### src/rtl/sso_defines.vh
/*
 * Constants for the sink status output logic: contract flag configuration
 * codes, advertised current codes and reset values of the open-drain pins.
 * Assumes: included by rtl/sso_status_out.v only; holds definitions only.
 */
// How it works
// - CC pins high impedance during reset
// - Discharge pin follows internal discharge path
// - Discharge on detach, lower PDO, reset, recovery
// - Discharge time from nonvolatile setting
// - Discharge pin open drain, low when active
// - Attach low once source connection valid
// - Attach low on debug accessory too
// - Flag meaning from 2-bit start-up field
// - Code 00: path enable only, flags released
// - Code 10: flags mark PDO2/PDO3 contracts
// - Code 11: flags mark 3.0A/1.5A advertisement
// - Low-voltage flag active-low open drain
// - Default flags assert on supply-ready message
// - Flags hold on detach, clear on reset and, in code 10, on attach
`ifndef SSO_DEFINES_VH
`define SSO_DEFINES_VH

// ============================================================
// Contract flag configuration codes
`define SSO_CFG_PATH_ONLY   2'h0
`define SSO_CFG_RESERVED    2'h1
`define SSO_CFG_PDO_FLAGS   2'h2
`define SSO_CFG_CURRENT     2'h3

// ============================================================
// Advertised Type-C current codes from the CC-line logic
`define SSO_CUR_DEFAULT     2'h0
`define SSO_CUR_1A5         2'h1
`define SSO_CUR_3A0         2'h2

// ============================================================
// Negotiated profile indices from the PD engine
`define SSO_PDO2            2'h2
`define SSO_PDO3            2'h3

// ============================================================
// Widths and reset values
`define SSO_DTIME_W         16
`define SSO_DTIME_ZERO      16'h0000
`define SSO_DTIME_ONE       16'h0001
`define SSO_REL             1'h0
`define SSO_ON              1'h1

`endif

### src/rtl/sso_status_out.v
/*
 * Sink status output logic: attach, sink path enable, two contract flags,
 * discharge control and CC pin release during reset.
 * Assumes: event inputs are one-cycle pulses synchronous to clk_sys from the
 * CC-line state machine and the PD engine; the nonvolatile configuration is
 * valid while the start-up load strobe pulses. Open-drain pins are modelled
 * as output-enable only; the pin level is worked out outside.
 */
`timescale 1ns/1ps
`default_nettype none
`include "sso_defines.vh"

module sso_status_out (
    input  wire                    clk_sys,        // 200 MHz system clock
    input  wire                    sys_rst,        // Synchronous reset, active high
    input  wire                    nvm_load,       // Start-up configuration load pulse
    input  wire [1:0]              nvm_flag_cfg,   // Contract flag configuration field
    input  wire [`SSO_DTIME_W-1:0] nvm_discharge_ctrl_time, // Discharge duration in cycles
    input  wire                    src_attached,   // Valid source-to-sink connection
    input  wire                    dbg_attached,   // Debug accessory attached
    input  wire                    detach_evt,     // Cable disconnection pulse
    input  wire                    lower_pdo_evt,  // Transition to lower voltage pulse
    input  wire                    hard_rst_evt,   // Hard reset pulse
    input  wire                    err_rec_evt,    // Error recovery entry pulse
    input  wire                    ps_ready_evt,   // Supply-ready message received pulse
    input  wire                    rdo_sent_evt,   // New request message sent pulse
    input  wire [1:0]              pdo_index,      // Negotiated profile index
    input  wire [1:0]              adv_current,    // Advertised Type-C current
    output reg                     cc_term_en,     // CC1/CC2 termination enable, low is HiZ
    output reg                     attach_oe,      // Attach pin pulled low
    output reg                     sink_path_enable_oe, // Sink path enable pulled low
    output reg                     contract_flag_hv_oe, // High-voltage flag pulled low
    output reg                     contract_flag_lv_oe, // Low-voltage flag pulled low
    output reg                     discharge_ctrl_oe,   // Discharge pin pulled low
    output reg                     bus_sense_discharge_en, // Internal discharge path on
    output reg [1:0]               contract_flag_config    // Latched configuration field
);

    // ============================================================
    // Internal state
    reg [`SSO_DTIME_W-1:0] discharge_ctrl_cnt;      // Discharge cycles left
    reg                    src_prev;       // Attach level one cycle back
    reg                    flag_hv;        // Registered flag state, same as contract_flag_hv_oe
    reg                    flag_lv;        // Registered flag state, same as contract_flag_lv_oe
    reg                    next_flag_hv;   // Next flag value
    reg                    next_flag_lv;   // Next flag value
    wire                   discharge_ctrl_start;    // Any discharge trigger
    wire                   new_attach;     // Rising edge of source attach

    assign discharge_ctrl_start = detach_evt | lower_pdo_evt | hard_rst_evt | err_rec_evt;
    assign new_attach  = src_attached & ~src_prev;

    // ============================================================
    // Configuration latch: loaded once at start-up, survives reset
    // so a reset pulse does not lose the nonvolatile setting.
    always @(posedge clk_sys) begin
        if (nvm_load) begin
            contract_flag_config <= nvm_flag_cfg;
        end
    end

    // ============================================================
    // Flag next-state decode per configuration
    always @* begin
        next_flag_hv = flag_hv;
        next_flag_lv = flag_lv;
        case (contract_flag_config)
            `SSO_CFG_PDO_FLAGS: begin
                // A new request drops the old flag; supply-ready sets the new one
                if (new_attach) begin
                    next_flag_hv = `SSO_REL;
                    next_flag_lv = `SSO_REL;
                end else if (ps_ready_evt) begin
                    next_flag_hv = (pdo_index == `SSO_PDO2);
                    next_flag_lv = (pdo_index == `SSO_PDO3);
                end else if (rdo_sent_evt) begin
                    next_flag_hv = `SSO_REL;
                    next_flag_lv = `SSO_REL;
                end
                // Detach leaves flags as they are
            end
            `SSO_CFG_CURRENT: begin
                if (src_attached) begin
                    next_flag_hv = (adv_current == `SSO_CUR_3A0);
                    next_flag_lv = (adv_current == `SSO_CUR_1A5);
                end else if (new_attach) begin
                    next_flag_hv = `SSO_REL;
                    next_flag_lv = `SSO_REL;
                end
                // Detached: held, as flags stay asserted over detach
            end
            `SSO_CFG_PATH_ONLY: begin
                next_flag_hv = `SSO_REL;
                next_flag_lv = `SSO_REL;
            end
            default: begin
                // Reserved code: no flag function
                next_flag_hv = `SSO_REL;
                next_flag_lv = `SSO_REL;
            end
        endcase
    end

    // ============================================================
    // Status pins and discharge timer
    // Reset comes from the system, held high to stop the device.
    always @(posedge clk_sys) begin
        if (sys_rst) begin
            cc_term_en             <= `SSO_REL;
            attach_oe              <= `SSO_REL;
            sink_path_enable_oe    <= `SSO_REL;
            contract_flag_hv_oe    <= `SSO_REL;
            contract_flag_lv_oe    <= `SSO_REL;
            discharge_ctrl_oe      <= `SSO_REL;
            bus_sense_discharge_en <= `SSO_REL;
            flag_hv                <= `SSO_REL;
            flag_lv                <= `SSO_REL;
            discharge_ctrl_cnt              <= `SSO_DTIME_ZERO;
            src_prev               <= `SSO_REL;
        end else begin
            cc_term_en          <= `SSO_ON;
            src_prev            <= src_attached;
            attach_oe           <= src_attached | dbg_attached;
            // Path enable follows attach in every configuration; drops on detach
            sink_path_enable_oe <= src_attached;
            flag_hv             <= next_flag_hv;
            flag_lv             <= next_flag_lv;
            contract_flag_hv_oe <= next_flag_hv;
            contract_flag_lv_oe <= next_flag_lv;
            // Timer reloads on each trigger when the setting is nonzero; length from nvm_discharge_ctrl_time as it is at the trigger
            if (discharge_ctrl_start && (nvm_discharge_ctrl_time != `SSO_DTIME_ZERO)) begin
                discharge_ctrl_cnt              <= nvm_discharge_ctrl_time;
                bus_sense_discharge_en <= `SSO_ON;
                discharge_ctrl_oe      <= `SSO_ON;
            end else if (discharge_ctrl_cnt > `SSO_DTIME_ONE) begin
                discharge_ctrl_cnt <= discharge_ctrl_cnt - `SSO_DTIME_ONE;
            end else begin
                discharge_ctrl_cnt              <= `SSO_DTIME_ZERO;
                bus_sense_discharge_en <= `SSO_REL;
                discharge_ctrl_oe      <= `SSO_REL;
            end
        end
    end

endmodule // sso_status_out
`default_nettype wire

### config.mk
export PLATFORM = sky130hd
export DESIGN_NAME = sso_status_out
export DESIGN_NICKNAME = d
export VERILOG_FILES = /design/src/rtl/sso_status_out.v
export VERILOG_INCLUDE_DIRS = /design/src /design/src/rtl
export SDC_FILE = /design/constraint.sdc
export NUM_CORES = 1
export LEC_CHECK = 0
export BUFFER_PORTS_ARGS = -buffer_cell sky130_fd_sc_hd__buf_2
export CORE_ASPECT_RATIO = 0.9
export CORE_UTILIZATION = 45
export DETAILED_ROUTE_END_ITERATION = 7
export PLACE_DENSITY = 0.7
export SETUP_SLACK_MARGIN = 0.4
export SYNTH_ARGS = -nofsm -noshare
export SYNTH_HDL_FRONTEND = slang
export SYNTH_SLANG_ARGS = --single-unit
### constraint.sdc
create_clock -name clk_sys -period 4.7 [get_ports clk_sys]
set_clock_uncertainty 0.15 [all_clocks]
set_input_delay 0.705 -clock clk_sys [delete_from_list [all_inputs] [get_ports clk_sys]]
set_output_delay 0.705 -clock clk_sys [all_outputs]
set_load 0.02 [all_outputs]
Word-level counts from Yosys, hierarchy flattened
Cells that the tools add are included.
- register bits: 24
- bits in latches: 0
- memory bits (writable): 0
- bits in read-only memories: 0
- input port bits: 33
- output and inout bits: 9
- word-level logic and storage cells: 43
- memories: 0
- add/sub/neg operators: 1
- multipliers: 0
- div/mod/pow operators: 0
- magnitude comparators: 1
- equality and inequality tests: 9
- shifts and indexed selects: 0
- mux-type cells: 15
- bitwise gates (word level): 6
- reduce and logical (&&, ||, !) cells: 3
- operators by type and width (operator ; number):
    two-way mux 16 bit ; 2
    greater-than comparator 16 x 1 -> 1 bit, second input constant ; 1
    nonzero test 16 bit ; 1
    subtractor 16 x 1 -> 16 bit, second input constant ; 1
    two-way mux 1 bit ; 11
    == test 2 bit, second input constant ; 5
    != test 4 bit, second input constant ; 1
    bitwise OR 1 bit ; 4
    case mux 1 bit (2 select lines) ; 2
    != test 3 bit, second input constant ; 1
    == test 2 x 1 -> 1 bit, second input constant ; 1
    != test 2 bit, second input constant ; 1
    AND reduction 2 bit ; 1
    AND 1 bit ; 1
    logical AND 1 bit ; 1
    inverter 1 bit ; 1

Logic depth before layout (Yosys ltp)
- word-level depth: 5
- gate-level depth with buffers: 7

Worst setup path after synthesis
OpenSTA, ideal clock, no wires.
- path type: register -> register
- start: register discharge_ctrl_cnt[0]
- end: register discharge_ctrl_cnt[14]
- setup time: 0.091 ns
- data arrival time: 2.119 ns
- required time: 4.459 ns
- path slack: 2.340 ns
- stages on the path, launching flop included: 8
- buffers on the path: 1
- period minus slack after synthesis: 2.360 ns
- cells stage by stage: dfxtp_1 > inv_1 > ha_1 > or4b_1 > buf_2 > or3_1 > or4_1 > a311oi_1
- cells in the longest elaborated chain, start to end: 3
- elaborated cells on any way between the ends: 4
- those cells by class: 1 x add/sub; 1 x order compare; 2 x mux
- RTL lines (item ; RTL line ; text):
    start: declaration ; sso_status_out.v:41 ; reg [`SSO_DTIME_W-1:0] discharge_ctrl_cnt;
    start signal: assignment ; sso_status_out.v:118 ; discharge_ctrl_cnt <= `SSO_DTIME_ZERO;
    start signal: assignment ; sso_status_out.v:132 ; discharge_ctrl_cnt <= nvm_discharge_ctrl_time;
    start signal: assignment ; sso_status_out.v:136 ; discharge_ctrl_cnt <= discharge_ctrl_cnt - `SSO_DTIME_ONE;
    subtractor 16 x 1 -> 16 bit (no source line) / greater-than comparator 16 x 1 -> 1 bit (equally long branches) ; -- ;
    two-way mux 16 bit (*) ; sso_status_out.v:135 ; end else if (discharge_ctrl_cnt > `SSO_DTIME_ONE) begin
    two-way mux 16 bit (*) ; sso_status_out.v:131 ; if (discharge_ctrl_start && (nvm_discharge_ctrl_time != `SSO_DTIME_ZERO)) begin
Every way passes the cells marked *; elsewhere a longest branch is shown, timed or not.
A chain may end at the register's enable or synchronous reset.

Final worst setup path
- start: input nvm_discharge_ctrl_time[8]
- end: register discharge_ctrl_cnt[10]
- cells in the longest elaborated chain, start to end: 3
- RTL lines (item ; RTL line ; text):
    start: declaration ; sso_status_out.v:18 ; input wire [`SSO_DTIME_W-1:0] nvm_discharge_ctrl_time,
    nonzero test 16 bit (no source line) ; -- ;
    logical AND 1 bit ; sso_status_out.v:131 ;
    two-way mux 16 bit ; sso_status_out.v:131 ;
    end signal: assignment ; sso_status_out.v:132 ;
    end signal: assignment ; sso_status_out.v:136 ;
    end signal: assignment ; sso_status_out.v:138 ; discharge_ctrl_cnt <= `SSO_DTIME_ZERO;
Every way passes these cells.

==> qor.json <==
{
  "status": {"value": "complete, no violations"},
  "rows": {"value": 18},
  "dp.cells": {"value": 235},
  "share_clk_of_total_power": {"value": 0.227},
  "timing.final.hold_violations": {"value": 0},
  "r2r_setup_slack": {"value": 2070, "unit": "ps"},
  "flow.area_growth_from_synthesis": {"value": 17.6, "unit": "%"},
  "gp_routability_congestion": {"value": 0.830},
  "clkSlewWorstSetupHoldPaths": {"value": 140, "unit": "ps"},
  "worstSkewPairLatency": {"value": 330, "unit": "ps"},
  "vias_per_cell": {"value": 6.30},
  "hold_buffers": {"value": 0},
  "setup-violations-final": {"value": 0},
  "timing.slew.headroom": {"value": 0.253},
  "grt_start_max_net_pins": {"value": 19},
  "cp_max_fo": {"value": 17},
  "timing.fmax": {"value": 374, "unit": "MHz"},
  "maxCapViolCount": {"value": 0},
  "p_int": {"value": 292, "unit": "µW"},
  "totalNegativeSetupSlack": {"value": 0, "unit": "ps"},
  "critPathLaunchType": {"value": "input pin"},
  "timing.final.max_slew_violations": {"value": 0},
  "fp.dieArea": {"value": 0.00334, "unit": "mm²"},
  "post_cts_setup_buffers": {"value": 0},
  "post_synth_top_flop": {"value": "sky130_fd_sc_hd__dfxtp_1"},
  "number_of_synthesized_flops_with_an_enable_pin": {"value": 2},
  "cts_inserted_buffers": {"value": 3},
  "worst_ir_drop_vdd": {"value": 0.164, "unit": "mV"},
  "share_of_final_layout_standard_cells_stronger_than_drive_strength_1": {"value": 0.266},
  "n_antenna_cell": {"value": 0},
  "post-synth-top-area-cell": {"value": "sky130_fd_sc_hd__dfxtp_1"},
  "fp.dieH": {"value": 54.9, "unit": "µm"},
  "synth_top_cells_by_area": {"value": "sky130_fd_sc_hd__dfxtp_1 (31%), sky130_fd_sc_hd__a21oi_1 (4.7%), sky130_fd_sc_hd__edfxtp_1 (4.3%)"},
  "yosys.cell_count.top_type": {"value": "sky130_fd_sc_hd__dfxtp_1"},
  "portBuffers": {"value": 41},
  "global_route_wire_length_before_repair": {"value": 5930, "unit": "µm"},
  "cts.repair.resized": {"value": 0},
  "routed_wl": {"value": 3790, "unit": "µm"},
  "initialDrtViolationCount": {"value": 107},
  "async_s_r_ff_share_synth": {"value": 0},
  "global_routing_usage_summed_across_all_routing_layers": {"value": 0.244},
  "drc": {"value": 0},
  "synth-warning-count": {"value": 0},
  "grt_setup_unrepaired": {"value": "no"},
  "report.power.total": {"value": 424, "unit": "µW"},
  "post_drt_wl_per_cell": {"value": 15.9, "unit": "µm"},
  "io_pins": {"value": 42},
  "cellPowerDensity": {"value": 258, "unit": "mW/mm²"},
  "cp-end-kind": {"value": "flop"},
  "post_synth_most_frequent_cells": {"value": "sky130_fd_sc_hd__dfxtp_1 (22), sky130_fd_sc_hd__a21oi_1 (13), sky130_fd_sc_hd__nor3_1 (10)"},
  "power.share.combinational": {"value": 0.224},
  "design.core.area": {"value": 0.00284, "unit": "mm²"},
  "finalCriticalPeriod": {"value": 2670, "unit": "ps"},
  "route.antenna.remaining_nets": {"value": 0},
  "detailedPlacementHpwl": {"value": 2810, "unit": "µm"},
  "crit_required": {"value": 4840, "unit": "ps"},
  "switching_share": {"value": 0.312},
  "globalRoute.totalOverflow": {"value": 0},
  "static-leakage-power": {"value": 0.000647, "unit": "µW"},
  "cts_tree": {"value": "yes"},
  "finalNetCount": {"value": 235},
  "cts_htree_levels": {"value": 1},
  "synth.yosys.seq_area_share": {"value": 0.358},
  "clock_sink_count": {"value": 24},
  "critical_path_class": {"value": "in2reg"},
  "netlist_area": {"value": 0.00140, "unit": "mm²"},
  "timing.final.crit_share": {"value": 0.569},
  "crit_arrival": {"value": 2810, "unit": "ps"},
  "postSynthAreaPerCell": {"value": 8.58, "unit": "µm²"},
  "hold_class": {"value": "reg2reg"},
  "netlist.area_leader.share": {"value": 0.315},
  "power.share.sequential": {"value": 0.549},
  "die-width": {"value": 60.8, "unit": "µm"},
  "vias": {"value": 1505},
  "syn_nets": {"value": 198},
  "postSynthCellCount": {"value": 163},
  "grt_pass1_vias": {"value": 1292},
  "max_slew.worst_pin.slew": {"value": 1110, "unit": "ps"},
  "start_util": {"value": 0.493},
  "instances_no_fill": {"value": 239},
  "switchingPower": {"value": 132, "unit": "µW"},
  "max-clock-path-buffers": {"value": 2},
  "clock-root-buffer": {"value": "sky130_fd_sc_hd__clkbuf_4"},
  "drt_first_pass_iters": {"value": 6},
  "antenna_violations_before_repair": {"value": 0},
  "ys_types": {"value": 41},
  "number_of_synthesized_register_bits": {"value": 24}
}
worst max-delay path: stages:
cell	delay [ps]
sky130_fd_sc_hd__buf_2	110
sky130_fd_sc_hd__nor4_1	580
sky130_fd_sc_hd__nand4_1	700
sky130_fd_sc_hd__a222oi_1	570
sky130_fd_sc_hd__o21a_1	150
path summary, 6_finish.rpt:
kind / start / end / cells past startpoint
hold reg to reg: flag_hv / flag_hv / 2
hold / removal: flag_hv / flag_hv / 2
setup reg to reg: discharge_ctrl_cnt[0] / discharge_ctrl_cnt[14] / 6
setup / recovery: nvm_discharge_ctrl_time[8] / discharge_ctrl_cnt[10] / 5
cell families (layout without fill, tap and decap cells):
group	count (synthesis)	after routing	share of synthesized area
AOI/OAI and AO/OA	51	51	0.260
xor gates and xnor gates	4	4	0.0250
adders and majority gates	2	2	0.0179
buffers and inverters	15	51	0.0438
DFF	24	24	0.358
muxes	1	1	0.00716
and+or+nand+nor	66	66	0.288
per-stage QoR:
step                      area (µm²)  hold WS, ps   util  setup slack, ps
after floorplan                 1400          321      -             2340
after global placement          1620          319  0.571             1840
after detailed placement        1620          325  0.571             1760
after CTS                       1650          342  0.580             2070
after global routing            1650          358  0.580             1900
final                           1650          343  0.580             2030
layout by cell type, fill, tap and decap left out, drive strengths merged, types with 6 or more instances in the layout:
| cell type | count |
|---|---|
| nand3 | 8 |
| a21oi | 13 |
| nor4 | 6 |
| buf | 42 |
| dfxtp | 22 |
| nor2 | 6 |
| nor3 | 10 |
| or4 | 7 |
| o21ai | 7 |
sequential cells by signal, summed over array words and instances, names as in the netlist:
signal                  count
flag_hv                     1
src_prev                    1
discharge_ctrl_cnt         16
bus_sense_discharge_en      1
flag_lv                     1
contract_flag_config        2
cc_term_en                  1
attach_oe                   1
power by group through the flow:
stage                     registers, µW  clock network, µW  logic [µW]
after detailed placement            237                  0        93.1
after CTS                           232               97.8        93.6
after floorplan                     238                  0        58.6
after global routing                235                104         105
after global placement              236                  0        92.0
final                               233               96.2        95.1
cell type report:
type / instances / area (µm²)
well taps: 40 / 50.0
multi-input cells: 124 / 837
fillers: 273 / 1190
repair buffers: 42 / 213
clock inverters: 1 / 3.75
clock buffers: 3 / 22.5
inverters: 5 / 18.8
flip-flops and latches: 24 / 500
layer usage:
layer | vias up | routed length, µm | share of wire | track usage
met5 | - | 0 | 0 | 0
met2 | 71 | 1700 | 0.45 | 0.390
met4 | 0 | 53 | 0.014 | 0.0758
met1 | 701 | 1700 | 0.45 | 0.327
li1 | 727 | - | - | -
met3 | 6 | 337 | 0.089 | 0.0581
Note: power is estimated with default switching activity, not from simulation.
